$ cat src/hdl/blfs_pkg.sv
// package: constants, states and carrier structs of the boost led fault sequencer
package blfs_pkg;

    localparam int unsigned CLK_HZ          = 40_000_000;
    localparam int unsigned STANDBY_MS      = 20;
    localparam int unsigned COMP_HIGH_MS    = 37;
    localparam int unsigned MIN_ON_NS       = 600;
    localparam int unsigned SW_FREQ_HZ      = 120_000;
    localparam int unsigned CS_HIGH_CYCLES  = 17;
    localparam int unsigned SS_STEPS        = 1024;
    localparam int unsigned REF_WIDTH       = 10;
    // longest times round down, least times round up
    localparam int unsigned STANDBY_CYC     = STANDBY_MS * (CLK_HZ / 1000);
    localparam int unsigned COMP_HIGH_CYC   = COMP_HIGH_MS * (CLK_HZ / 1000);
    localparam int unsigned MIN_ON_CYC      = (MIN_ON_NS * (CLK_HZ / 1_000_000) + 999) / 1000;
    localparam int unsigned SW_PERIOD_CYC   = CLK_HZ / SW_FREQ_HZ;
    localparam int unsigned MAX_DUTY_PCT    = 95;
    localparam int unsigned MAX_ON_CYC      = SW_PERIOD_CYC * MAX_DUTY_PCT / 100;

    typedef enum logic [3:0] {
        ST_STANDBY = 4'h1,
        ST_CHECK   = 4'h2,
        ST_RUN     = 4'h4,
        ST_LATCHED = 4'h8
    } blfs_state_e;

    typedef struct packed {
        logic supply_good;       // supply_in above rising threshold, low below falling
        logic out_sense_short0;  // out_sense below start-up short level
        logic out_sense_short1;  // out_sense below run-time short level
        logic out_over;          // out_sense above overvoltage level
        logic cs_high;           // switch current above high-current level
        logic comp_high;         // error_amp output above high level
        logic fb_high;           // led_feedback high fault
        logic overcurrent_limit; // peak switch current at overcurrent_limit
        logic over_temp;         // junction above limit
        logic peak_reached;      // current plus slope reached error_amp level
        logic skip_request;      // light load, one minimum pulse per cycle
    } blfs_sense_s;

    typedef struct packed {
        logic out_over;
        logic comp_high;
        logic cs_high;
        logic out_short;
        logic over_temp;
    } blfs_fault_s;

endpackage

$ cat src/hdl/blfs_sequencer.sv
// boost led fault sequencer: enable, start-up check, lockout, pulse control and latched faults
//
// Notes on behaviour
// - the first rising edge on the dimming input wakes the block at once and toggling keeps it awake.
// - standby is entered only after the dimming input stays low for the full standby timeout, or when supply_good falls.
// - on wake the out_sense start-up short comparator is checked and switching stays off if it is set.
// - soft-start switching begins only when no lockout, current, comp, feedback, overcurrent or thermal fault.
// - the block stays off until supply_good rises and turns off when it falls (hysteresis is analog).
// - outside skip mode each on-time ends, no sooner than the minimum on-time, when sensed current plus slope reaches the error_amp level, or at the maximum duty.
// - at light load no pulse is skipped: every cycle fires one pulse lasting the fixed minimum on-time.
// - an internal square wave follows the dimming duty and is filtered into the feedback reference.
// - an out_sense overvoltage trip latches switching off until supply or dimming reset.
// - comp high held without a break for the full timeout latches the drive off.
// - switch current high on the set number of consecutive cycles latches the drive off.
// - in normal running an out_sense run-time short latches the drive off.
// - overtemperature latches the controller and current sources off.
`timescale 1ns/1ps
module blfs_sequencer #(
    parameter int unsigned STANDBY_CYCLES   = blfs_pkg::STANDBY_CYC,
    parameter int unsigned COMP_HIGH_CYCLES = blfs_pkg::COMP_HIGH_CYC,
    parameter int unsigned CS_HIGH_LIMIT    = blfs_pkg::CS_HIGH_CYCLES,
    parameter int unsigned REF_W            = blfs_pkg::REF_WIDTH
) (
    input  wire logic               mclk,
    input  wire logic               sys_rst,
    input  wire logic               dim_in,
    input  wire blfs_pkg::blfs_sense_s sense,
    output logic                    gate_drive,
    output logic                    active,
    output logic                    current_src_en,
    output logic [REF_W-1:0]        fb_reference,
    output logic [REF_W-1:0]        soft_start_level,
    output blfs_pkg::blfs_fault_s   fault_latched
);
    import blfs_pkg::*;

    localparam int unsigned SBW = $clog2(STANDBY_CYCLES + 1);
    localparam int unsigned CHW = $clog2(COMP_HIGH_CYCLES + 1);
    localparam int unsigned CSW = $clog2(CS_HIGH_LIMIT + 1);
    localparam int unsigned SWW = $clog2(SW_PERIOD_CYC + 1);

    logic                dim_q;
    logic [SBW-1:0]      low_cnt_q;
    logic                standby_hit;
    blfs_state_e         state_q;
    blfs_state_e         state_d;
    logic                any_latch;
    logic                start_ok;
    logic [SWW-1:0]      sw_cnt_q;
    logic                cycle_start;
    logic                gate_q;
    logic [SWW-1:0]      on_cnt_q;
    logic [CHW-1:0]      comp_cnt_q;
    logic [CSW-1:0]      cs_cnt_q;
    logic                cs_seen_q;
    logic [REF_W-1:0]    ref_q;
    logic [REF_W-1:0]    ss_q;
    blfs_fault_s         fault_q;
    logic                clear_faults;

    ////////////////////////////////////////////////////////////////////////
    // dimming input: wake on rising edge, standby after long low
    always_ff @(posedge mclk or posedge sys_rst) begin
        if (sys_rst) begin
            dim_q <= 1'b0;
        end else begin
            dim_q <= dim_in;
        end
    end

    always_ff @(posedge mclk or posedge sys_rst) begin
        if (sys_rst) begin
            low_cnt_q <= '0;
        end else if (dim_in) begin
            low_cnt_q <= '0;
        end else if (low_cnt_q != SBW'(STANDBY_CYCLES)) begin
            low_cnt_q <= low_cnt_q + SBW'(1);
        end
    end

    assign standby_hit  = !dim_in && (low_cnt_q == SBW'(STANDBY_CYCLES - 1));
    assign clear_faults = !sense.supply_good || standby_hit;
    assign any_latch    = |fault_q;
    assign start_ok     = sense.supply_good && !sense.cs_high && !sense.comp_high && !sense.fb_high
                          && !sense.overcurrent_limit && !sense.over_temp;

    ////////////////////////////////////////////////////////////////////////
    // sequencer
    always_comb begin
        state_d = state_q;
        unique case (state_q)
            ST_STANDBY: begin
                if (dim_in && !dim_q && sense.supply_good) begin
                    state_d = ST_CHECK;
                end
            end
            ST_CHECK: begin
                if (clear_faults) begin
                    state_d = ST_STANDBY;
                end else if (!sense.out_sense_short0 && start_ok) begin
                    state_d = ST_RUN;
                end
            end
            ST_RUN: begin
                if (clear_faults) begin
                    state_d = ST_STANDBY;
                end else if (any_latch) begin
                    state_d = ST_LATCHED;
                end
            end
            ST_LATCHED: begin
                if (clear_faults) begin
                    state_d = ST_STANDBY;
                end
            end
            default: state_d = ST_STANDBY;
        endcase
    end

    always_ff @(posedge mclk or posedge sys_rst) begin
        if (sys_rst) begin
            state_q <= ST_STANDBY;
        end else begin
            state_q <= state_d;
        end
    end

    ////////////////////////////////////////////////////////////////////////
    // latched faults; a clear condition also holds the latches empty
    always_ff @(posedge mclk or posedge sys_rst) begin
        if (sys_rst) begin
            fault_q <= '0;
        end else if (clear_faults) begin
            fault_q <= '0;
        end else if (state_q == ST_RUN) begin
            if (sense.out_over)
                fault_q.out_over <= 1'b1;
            if (comp_cnt_q == CHW'(COMP_HIGH_CYCLES - 1) && sense.comp_high)
                fault_q.comp_high <= 1'b1;
            if (cycle_start && cs_cnt_q == CSW'(CS_HIGH_LIMIT - 1) && cs_seen_q)
                fault_q.cs_high <= 1'b1;
            if (sense.out_sense_short1)
                fault_q.out_short <= 1'b1;
            if (sense.over_temp)
                fault_q.over_temp <= 1'b1;
        end
    end

    always_ff @(posedge mclk or posedge sys_rst) begin
        if (sys_rst) begin
            comp_cnt_q <= '0;
        end else if (!sense.comp_high || state_q != ST_RUN) begin
            comp_cnt_q <= '0;
        end else if (comp_cnt_q != CHW'(COMP_HIGH_CYCLES - 1)) begin
            comp_cnt_q <= comp_cnt_q + CHW'(1);
        end
    end

    // current high caught at any point of a switching cycle and counted once per cycle
    always_ff @(posedge mclk or posedge sys_rst) begin
        if (sys_rst) begin
            cs_seen_q <= 1'b0;
            cs_cnt_q  <= '0;
        end else if (state_q != ST_RUN) begin
            cs_seen_q <= 1'b0;
            cs_cnt_q  <= '0;
        end else if (cycle_start) begin
            cs_seen_q <= sense.cs_high;
            cs_cnt_q  <= cs_seen_q ? ((cs_cnt_q == CSW'(CS_HIGH_LIMIT)) ? cs_cnt_q : cs_cnt_q + CSW'(1))
                                   : '0;
        end else if (sense.cs_high) begin
            cs_seen_q <= 1'b1;
        end
    end

    ////////////////////////////////////////////////////////////////////////
    // fixed-frequency gate drive with peak current end and minimum pulse at light load
    always_ff @(posedge mclk or posedge sys_rst) begin
        if (sys_rst) begin
            sw_cnt_q <= '0;
        end else if (sw_cnt_q == SWW'(SW_PERIOD_CYC - 1)) begin
            sw_cnt_q <= '0;
        end else begin
            sw_cnt_q <= sw_cnt_q + SWW'(1);
        end
    end

    assign cycle_start = (sw_cnt_q == SWW'(SW_PERIOD_CYC - 1));

    always_ff @(posedge mclk or posedge sys_rst) begin
        if (sys_rst) begin
            gate_q   <= 1'b0;
            on_cnt_q <= '0;
        end else if (state_q != ST_RUN || any_latch || clear_faults) begin
            gate_q   <= 1'b0;
            on_cnt_q <= '0;
        end else if (cycle_start) begin
            gate_q   <= 1'b1;
            on_cnt_q <= '0;
        end else if (gate_q) begin
            on_cnt_q <= on_cnt_q + SWW'(1);
            if (sense.skip_request && on_cnt_q == SWW'(MIN_ON_CYC - 1))
                gate_q <= 1'b0;
            else if (!sense.skip_request && on_cnt_q >= SWW'(MIN_ON_CYC - 1) && sense.peak_reached)
                gate_q <= 1'b0;
            else if (on_cnt_q == SWW'(MAX_ON_CYC - 1))
                gate_q <= 1'b0;
        end
    end

    // skip mode still fires one minimum pulse per cycle, so the drive is the register itself
    assign gate_drive = gate_q;

    ////////////////////////////////////////////////////////////////////////
    // duty-following reference: first-order filter of the dimming square wave
    always_ff @(posedge mclk or posedge sys_rst) begin
        if (sys_rst) begin
            ref_q <= '0;
        end else if (dim_in) begin
            ref_q <= ref_q + REF_W'(((REF_W+1)'({REF_W{1'b1}}) - (REF_W+1)'(ref_q)) >> 6);
        end else begin
            ref_q <= ref_q - (ref_q >> 6);
        end
    end

    // soft start ramps the reference limit from zero on each start
    always_ff @(posedge mclk or posedge sys_rst) begin
        if (sys_rst) begin
            ss_q <= '0;
        end else if (state_q != ST_RUN) begin
            ss_q <= '0;
        end else if (cycle_start && ss_q != {REF_W{1'b1}}) begin
            ss_q <= ss_q + REF_W'(1);
        end
    end

    assign fb_reference     = (ref_q < ss_q) ? ref_q : ss_q;
    assign soft_start_level = ss_q;
    assign active           = (state_q != ST_STANDBY);
    assign current_src_en   = (state_q == ST_RUN);
    assign fault_latched    = fault_q;

endmodule // blfs_sequencer

$ cat config.mk
export PLATFORM = sky130hd
export DESIGN_NAME = blfs_sequencer
export DESIGN_NICKNAME = d
export VERILOG_FILES = /design/src/hdl/blfs_pkg.sv /design/src/hdl/blfs_sequencer.sv
export SDC_FILE = /design/constraint.sdc
export NUM_CORES = 1
export LEC_CHECK = 0
export ABC_AREA = 1
export BUFFER_PORTS_ARGS = -buffer_cell sky130_fd_sc_hd__clkbuf_2
export CAP_MARGIN = 20
export CORE_ASPECT_RATIO = 1.1
export CORE_MARGIN = 4
export CORE_UTILIZATION = 60
export CTS_BUF_LIST = sky130_fd_sc_hd__clkbuf_4 sky130_fd_sc_hd__clkbuf_8
export DETAILED_ROUTE_END_ITERATION = 8
export GPL_TIMING_DRIVEN = 1
export PLACE_DENSITY = 0.87
export SKIP_CTS_REPAIR_TIMING = 1
export SYNTH_ARGS = -nofsm -noshare
export SYNTH_HDL_FRONTEND = slang
export SYNTH_SLANG_ARGS = --single-unit
$ cat constraint.sdc
create_clock -name mclk -period 6.1 [get_ports mclk]
set_clock_uncertainty 0.15 [all_clocks]
set_input_delay 1.22 -clock mclk [delete_from_list [all_inputs] [get_ports mclk]]
set_output_delay 1.22 -clock mclk [all_outputs]
set_load 0.01 [all_outputs]
==> metrics.yaml, run 1 <==
slew_violations: 0
slowest_delay_ps: 450
synth_flop_cell: "dfrtp_1"
reg2reg_from: "state_q[1]"
core_um2: 9351
cp_data_required_time_ps: 4730
grt_pass1_vias: 4977
nets: 824
min_period_ps: 4074
rr_worst_depth: 6
synthTopCellsByArea: "dfrtp_1 (41%), nand2_1 (9.3%), inv_1 (6.7%), ha_1 (6.5%), a21oi_1 (4.7%)"
wl_per_cell_um: 14.14
start_kind: "flop"
final_cells: 901
antenna_found_initial: 0
drive_above_1_share_pct: 12.63
dp.cells: 885
overflow: 0
syn_to_final_growth_pct: 9.584
cts_made_buffers: 9
crit_type: "flop to primary output"
synth_edf_count: 0
post-place-ws_ps: 2462
reg2reg_slack_ps: 3240
worst_slew_pin_slew_ps: 1003
critPathArrivalTime_ps: 2700
cts_buffer_depth: 2
critPathTopFamily: "compound AO/OA/AOI/OAI gates"
whs_endpoint: "comp_cnt_q[3]"
gp_congestion: 0.9256
remaining_drc_errors: 0
die_width_um: 101.3
power_leakage_nw: 2.869
fp.dieH_um: 110.6
final.period_utilization_pct: 66.79
h-tree-depth: 3
fmax_mhz: 245.4
ys_warn_count: 0
postRouteAntennaNets: 0
status: "complete, no violations"
power_density_nw_per_um2: 299.2
design.die.area_um2: 11200
finalHoldViolations: 0
drtPass1Iterations: 4
critPathCaptureType: "primary output"
setup_viol: 0
fin_util_pct: 67.31
post_drt_via_cell_ratio: 5.587
synth_commonest_cells: "nand2_1 (142), inv_1 (102), dfrtp_1 (95)"
syn_inst: 734
ys_types: 45
initial_utilization_pct: 61.43
layout_setup_ws_ps: 2026
antenna_cells: 0
yosysMostFrequentCell: "nand2_1"
num_vias: 5034
wl_mm: 12.74
synth.avg_cell_area_um2: 7.826
relSlewSlack_pct: 32.88
io_pins: 42
root_buffer: "clkbuf_8"
worstHoldStart: "comp_cnt_q[3]"
grt_pass1_wl_mm: 21.74
cts_sinks: 96
drt_iter0_drc: 275
rsz0062_at_grt: "no"
ir_drop_mv: 0.3229
insertion_delay_ps: 380
crit_buf_inv: 3
synth_fp_nets: 779
yosysTopAreaCellShare_pct: 41.39
async_reset_ff_share_pct: 100.0
io_buffers: 41
clk_pin_slew_ps: 90
cap_violations: 0
synth_largest_area_cell: "dfrtp_1"
path_common_cell: "o21ai_0"
whs_path_depth: 1
ys_seq_area_share_pct: 41.84
synth_area_um2: 5744
row_count: 37
grt_max_degree: 57
cp_max_fo: 12
setup_tns_ps: 0
reg2reg_to: "comp_cnt_q[14]"
cp_slowest_cell: "dfrtp_1"
synth_seq_cells: 96
tritoncts: "done"
hp-class: "flop to flop"
hpwl_mm: 9.408
path_cells: "inv_1 -> ha_1 -> a21oi_1 -> o21ai_0 -> nand2_1 -> o2111ai_1 -> buf_4 -> o21ai_0 -> clkbuf_2"
grt_usage_pct: 23.76
## power by group
group / switching, mW / internal, mW
sequential: 0.0521 / 0.692
clock: 0.220 / 0.256
combinational: 0.412 / 0.252
total: 0.684 / 1.20
## metal layers
layer | GRT usage [%] | part of all wire [%]
met1 | 29.61 | 42
met5 | 0 | 0
met2 | 39.49 | 50
met4 | 10.73 | 3.0
met3 | 4.422 | 5.0
## worst max path at each step
stage | from | slack [ps] | depth (start not counted) | to
global placement | dim_in | 2580 | 12 | ref_q[8]
floorplan | sys_rst | 2230 | 1 | comp_cnt_q[0]
global route | soft_start_level[7] | 1830 | 9 | fb_reference[4]
detailed placement | dim_in | 2460 | 12 | ref_q[8]
finish | soft_start_level[3] | 2030 | 9 | fb_reference[4]
CTS | soft_start_level[7] | 2060 | 9 | fb_reference[4]
## cell type report
class	count	area (um2)
timing repair buffer	43	220.2
tap	117	146.4
sequential	96	2404
clock buffer	13	160.2
clock inverter	3	65.06
fill	754	3057
inverter	111	417.9
multi-input combinational	518	2882
## cell usage in the layout, fill, tap and decap left out, types with 3 or more instances in the layout
cell type / Yosys / routed
nor2_1: 70 / 70
inv_2: 9 / 9
nor2_2: 7 / 7
nand2_1: 142 / 142
o21ai_2: 5 / 5
dfrtp_1: 95 / 95
o21a_1: 3 / 3
nand3_1: 34 / 34
nor3_1: 24 / 24
nand3_2: 3 / 3
inv_1: 102 / 101
o21ai_1: 8 / 8
clkbuf_4: 0 / 3
clkbuf_8: 0 / 10
nor3b_1: 3 / 3
xnor2_1: 5 / 5
nor4_1: 9 / 9
xor2_1: 24 / 24
clkbuf_2: 0 / 41
nand4_1: 21 / 21
nor3_2: 3 / 3
a21oi_1: 54 / 54
o21ai_0: 43 / 43
a31oi_1: 4 / 4
ha_1: 30 / 30
nand2_2: 3 / 3
## registers in the layout, summed over array words and instances (netlist names)
register,cells
low_cnt_q,20
gate_drive,1
on_cnt_q,9
comp_cnt_q,21
dim_q,1
cs_seen_q,1
ref_q,10
soft_start_level,10
cs_cnt_q,5
sw_cnt_q,9
state_q,4
fault_latched,5
## metrics by stage
step	area [um2]	hold WS [ps]	total power [mW]
after floorplan	5744	323.0	1.221
after global placement	6070	342.5	1.363
after detailed placement	6070	356.6	1.406
after CTS	6295	370.4	1.888
after global routing	6295	396.8	2.020
final	6295	361.3	1.884
## kinds of logic (layout without fill, tap and decap cells)
| family | count (synthesis) | after routing | share of synthesized area, % |
|---|---|---|---|
| adders and majority gates | 31 | 31 | 6.883 |
| AOI/OAI and AO/OA | 129 | 129 | 12.44 |
| xor gates and xnor gates | 29 | 29 | 4.422 |
| DFF | 96 | 96 | 41.84 |
| and+or+nand+nor | 329 | 329 | 26.42 |
| buffers and inverters | 120 | 170 | 7.994 |
(Power assumes the default switching activity.)
==> inputs of run 2 (changes only) <==
- CORE_UTILIZATION: 60 -> 57
- clock period: 6.1 -> 3.5 ns (I/O delays scaled with it)
==> run 2 against run 1 <==
Total power is 73% higher. Utilization is 3.0 points lower. Sequential power is 75% higher. Combinational power is 75% higher. Register-to-register slack worse by 2500 ps. Critical path type unchanged. Critical endpoint is now fb_reference[6].
==> metrics.yaml, run 2 (synthesis gave the netlist of run 1 again) <==
min_period_ps: 3149
antenna_found_initial: 0  # unchanged
layout_common_cells: "nand2_1 (142), inv_1 (101), dfrtp_1 (95)"
crit_type: "flop to primary output"
critPathArrivalTime_ps: 2300  # -400 ps
path_cells: "inv_1 -> ha_1 -> nand2_1 -> nor2_1 -> o211ai_1 -> o2111ai_1 -> buf_4 -> nand2_1 -> o21ai_0 -> clkbuf_2"
post_drt_via_cell_ratio: 5.686  # +1.8%
cp_max_fo: 20  # +8
final.period_utilization_pct: 89.98
power_leakage_nw: 2.888  # +0.68%
layout_setup_ws_ps: 350.8  # -1675 ps
cts_made_buffers: 9  # unchanged
largest_reg_flops: 21  # unchanged
status: "complete, no violations"
fp.dieH_um: 113.3  # +2.4%
overflow: 0  # unchanged
insertion_delay_ps: 370  # about the same
syn_to_final_growth_pct: 10.22
cts_buffer_depth: 2  # unchanged
io_buffers: 41  # unchanged
num_vias: 5163  # +2.6%
cts_sinks: 96  # unchanged
slew_violations: 0  # unchanged
nets: 828  # +0.49%
fillers: 821  # +8.9%
regMostFlops: "comp_cnt_q"
antenna_cells: 0  # unchanged
relSlewSlack_pct: 59.70  # +27 points
root_buffer: "clkbuf_8"
grt_usage_pct: 23.01  # -0.75 points
design.die.area_um2: 11750  # +4.9%
gp_congestion: 0.9099  # -1.7%
drt_iter0_drc: 407  # +48%
io_pins: 42  # unchanged
largestRegisters: "comp_cnt_q (21), low_cnt_q (20)"
fmax_mhz: 317.5
finalHoldViolations: 0  # unchanged
slowest_delay_ps: 510  # +60 ps
dp.cells: 892  # +0.79%
grt_max_degree: 41  # -28%
path_common_cell: "nand2_1"
fin_total_pwr_mw: 3.259  # +73%
holdWs_ps: 208.5  # -152.8 ps
wl_per_cell_um: 14.15  # +0.12%
final_common_cell: "nand2_1"
hpwl_mm: 9.843  # +4.6%
power_density_nw_per_um2: 514.7  # +72%
fin_util_pct: 64.33  # -3.0 points
die_width_um: 103.7  # +2.4%
rsz0062_at_grt: "no"
start_kind: "flop"
grt_pass1_vias: 5293  # +6.3%
final_cells: 908  # +0.78%
critPathCaptureType: "primary output"
cp_slowest_cell: "dfrtp_1"
cap_violations: 0  # unchanged
postRouteAntennaNets: 0  # unchanged
drtPass1Iterations: 5  # +1
h-tree-depth: 3  # unchanged
row_count: 38  # +2.7%
clk_pin_slew_ps: 90  # about the same
worst_slew_pin_slew_ps: 603.8  # -399.3 ps
remaining_drc_errors: 0  # unchanged
ir_drop_mv: 0.5558  # +72%
post-place-ws_ps: 593.2  # -1868 ps
setup_tns_ps: 0  # unchanged
hp-class: "input port to asynchronous set/reset pin"
setup_viol: 0  # unchanged
initial_utilization_pct: 58.37  # -3.1 points
drive_above_1_share_pct: 13.07  # +0.44 points
cp_data_required_time_ps: 2650  # -2080 ps
place_area_um2: 6116  # +0.76%
core_um2: 9842  # +5.2%
tritoncts: "done"
wl_mm: 12.85  # +0.90%
design_area_um2: 6331  # +0.58%
grt_pass1_wl_mm: 22.74  # +4.6%
[run 2: cell count changes in the layout (fill, tap and decap cells not counted)]
cell      change
buf_12        +1
buf_4         +3
clkbuf_4      -2
clkbuf_8      -1
clkinv_2      +2
clkinv_4      +1
[run 2: layout make-up]
class / instances / area, um2 / share of cell area, %
timing repair buffer: 47 / 262.8 / 4.150
multi-input combinational: 518 / 2882 / 45.51
sequential: 96 / 2404 / 37.96
tap: 120 / 150.1 / 2.372
clock buffer: 10 / 131.4 / 2.075
clock inverter: 6 / 83.83 / 1.324
inverter: 111 / 417.9 / 6.601
[run 2: worst max-delay path: cells and delay by family, from the launching register on]
kind | cells | cell delay (ps)
AO/OA/AOI/OAI | 3 | 270
adder cells (fa/ha/maj) | 1 | 310
AND/OR/NAND/NOR | 3 | 290
flip-flops | 1 | 510
buffers and inverters | 3 | 540
[run 2: worst paths after layout]
check | startpoint | end | slack, ps | cells past startpoint
max | soft_start_level[8] | fb_reference[6] | 350 | 10
min | sys_rst | comp_cnt_q[13] | 210 | 2
max reg2reg | ref_q[8] | ref_q[8] | 740 | 13
min reg2reg | comp_cnt_q[3] | comp_cnt_q[3] | 370 | 1
max in group asynchronous | sys_rst | soft_start_level[8] | 2260 | 3
min in group mclk | comp_cnt_q[3] | comp_cnt_q[3] | 370 | 1
[run 2: routing by layer]
metal  GRT usage [%]  vias to the layer above  share of wire (%)
met1           27.50                     2471                 41
met2           41.23                      138                 51
met5               0                        -                  0
met4           10.73                        0                2.8
met3           3.309                       35                4.3
li1                -                     2519                  -
[run 2: report_power, final]
group	leakage (nW)	internal (mW)	total, mW	switching [mW]
clock	0.113	0.408	0.801	0.393
sequential	1.29	1.21	1.30	0.0912
combinational	1.48	0.444	1.16	0.716
total	2.89	2.06	3.26	1.20
==> inputs of run 3 (changes only) <==
- RECOVER_POWER: unset -> 25
==> run 3 against run 2 <==
The run now ends with capacitance limit left. Largest power group unchanged. Clock power barely moved. Routed wire length rose by 0.35%. Critical path depth did not move.
==> metrics.yaml, run 3 (synthesis gave the netlist of run 1 again) <==
grt_pass1_wl_mm: 22.74  # unchanged
post-place-ws_ps: 593.2  # unchanged
post_drt_via_cell_ratio: 5.706  # +0.35%
fmax_mhz: 318.1  # +0.19%
cts_made_buffers: 9  # unchanged
overflow: 0  # unchanged
fp.dieH_um: 113.3  # unchanged
worst_slew_pin_slew_ps: 1489  # +884.8 ps
antenna_cells: 0  # unchanged
cp_max_fo: 20  # unchanged
clk_pin_slew_ps: 90  # about the same
design_area_um2: 6311  # -0.32%
regMostFlops: "comp_cnt_q"
wl_mm: 12.90  # +0.35%
setup_tns_ps: 0  # unchanged
nets: 828  # unchanged
antenna_found_initial: 0  # unchanged
hp-class: "flop to flop"
crit_type: "flop to primary output"
cts_sinks: 96  # unchanged
drive_above_1_share_pct: 12.82  # -0.25 points
largest_reg_flops: 21  # unchanged
final_cells: 908  # unchanged
slew_violations: 0  # unchanged
io_buffers: 41  # unchanged
grt_pass1_vias: 5293  # unchanged
h-tree-depth: 3  # unchanged
dp.cells: 892  # unchanged
largestRegisters: "comp_cnt_q (21), low_cnt_q (20)"
fin_util_pct: 64.12  # -0.20 points
core_um2: 9842  # unchanged
critPathCaptureType: "primary output"
initial_utilization_pct: 58.37  # unchanged
power_density_nw_per_um2: 516.1  # +0.27%
num_vias: 5181  # +0.35%
fillers: 825  # +0.49%
start_kind: "flop"
failed_checks: "capacitance limit"
cts_buffer_depth: 2  # unchanged
row_count: 38  # unchanged
path_common_cell: "nand2_1"
status: "complete, but fails checks"
design.die.area_um2: 11750  # unchanged
slowest_delay_ps: 500  # about the same
grt_usage_pct: 23.01  # unchanged
reg2reg_slack_ps: 740  # about the same
layout_setup_ws_ps: 356.7  # +5.915 ps
root_buffer: "clkbuf_8"
insertion_delay_ps: 370  # about the same
drtPass1Iterations: 5  # unchanged
cp_slowest_cell: "dfrtp_1"
cp_data_required_time_ps: 2650  # about the same
rsz0062_at_grt: "no"
drt_iter0_drc: 445  # +9.3%
final.period_utilization_pct: 89.81  # -0.17 points
remaining_drc_errors: 0  # unchanged
relSlewSlack_pct: 0.2127  # -59 points
grt_max_degree: 41  # unchanged
syn_to_final_growth_pct: 9.867
place_area_um2: 6116  # unchanged
power_leakage_nw: 2.873  # -0.54%
ir_drop_mv: 0.5560  # about the same
finalHoldViolations: 0  # unchanged
tritoncts: "done"
path_cells: "inv_1 -> ha_1 -> nand2_1 -> nor2_1 -> o211ai_1 -> o2111ai_1 -> buf_4 -> nand2_1 -> o21ai_0 -> clkbuf_2"
io_pins: 42  # unchanged
postRouteAntennaNets: 0  # unchanged
layout_common_cells: "nand2_1 (142), inv_1 (101), dfrtp_1 (95)"
setup_viol: 0  # unchanged
min_period_ps: 3143  # -5.915 ps
cap_violations: 1  # +1
die_width_um: 103.7  # unchanged
critPathTopFamily: "buffers and inverters"
fin_total_pwr_mw: 3.257  # about the same
crit_buf_inv: 3  # unchanged
holdWs_ps: 371.4  # +163.0 ps
gp_congestion: 0.9099  # unchanged
wl_per_cell_um: 14.20  # +0.35%
hpwl_mm: 9.843  # unchanged
critPathArrivalTime_ps: 2290  # about the same
final_common_cell: "nand2_1"
==> run 3: cell count changes in the layout (fill, tap and decap cells not counted) <==
cell | before | now
clkbuf_1 | 0 | 2
buf_4 | 5 | 4
clkinvlp_2 | 0 | 1
clkinv_2 | 4 | 3
buf_12 | 1 | 0
==> run 3: report_power, final <==
part | total, mW | leakage (nW) | internal, mW | switching, mW
combinational | 1.16 | 1.46 | 0.442 | 0.716
sequential | 1.30 | 1.29 | 1.21 | 0.0927
clock | 0.800 | 0.113 | 0.408 | 0.392
total | 3.26 | 2.87 | 2.06 | 1.20
==> run 3: cell type report <==
cell class	count	area, um2	share of cell area, %
Clock buffer	10	131.4	2.082
Clock inverter	6	83.83	1.328
Inverter	111	417.9	6.622
Multi-Input combinational cell	518	2882	45.66
Sequential cell	96	2404	38.08
Tap cell	120	150.1	2.379
Timing Repair Buffer	47	242.7	3.846
==> run 3: path summary, 6_finish.rpt <==
kind	endpoint	cells after the start	startpoint
min reg2reg	comp_cnt_q[3]	1	comp_cnt_q[3]
max in group asynchronous	soft_start_level[6]	3	sys_rst
min	comp_cnt_q[3]	1	comp_cnt_q[3]
max reg2reg	ref_q[8]	13	ref_q[8]
min in group asynchronous	comp_cnt_q[13]	2	sys_rst
max	fb_reference[6]	10	soft_start_level[8]
==> run 3: worst reg2reg max path, cell delays in order (launching register included) <==
cell and delay [ps]:
dfrtp_1 460, nor3_1 280, ha_1 280, nor2_1 120, a21oi_1 70, ha_1 340, a21oi_1 140, nand2_1 100
a21oi_1 220, nor2_1 60, o21ai_0 260, nand2_1 90, nand2_1 70, nand2_1 50
==> run 3: metal layers <==
metal | GRT usage (%) | vias to the layer above | wire length (um)
met5 | 0 | - | 0
met4 | 10.73 | 0 | 349
met3 | 3.309 | 36 | 559
met2 | 41.23 | 144 | 6627
met1 | 27.50 | 2483 | 5361
li1 | - | 2518 | -
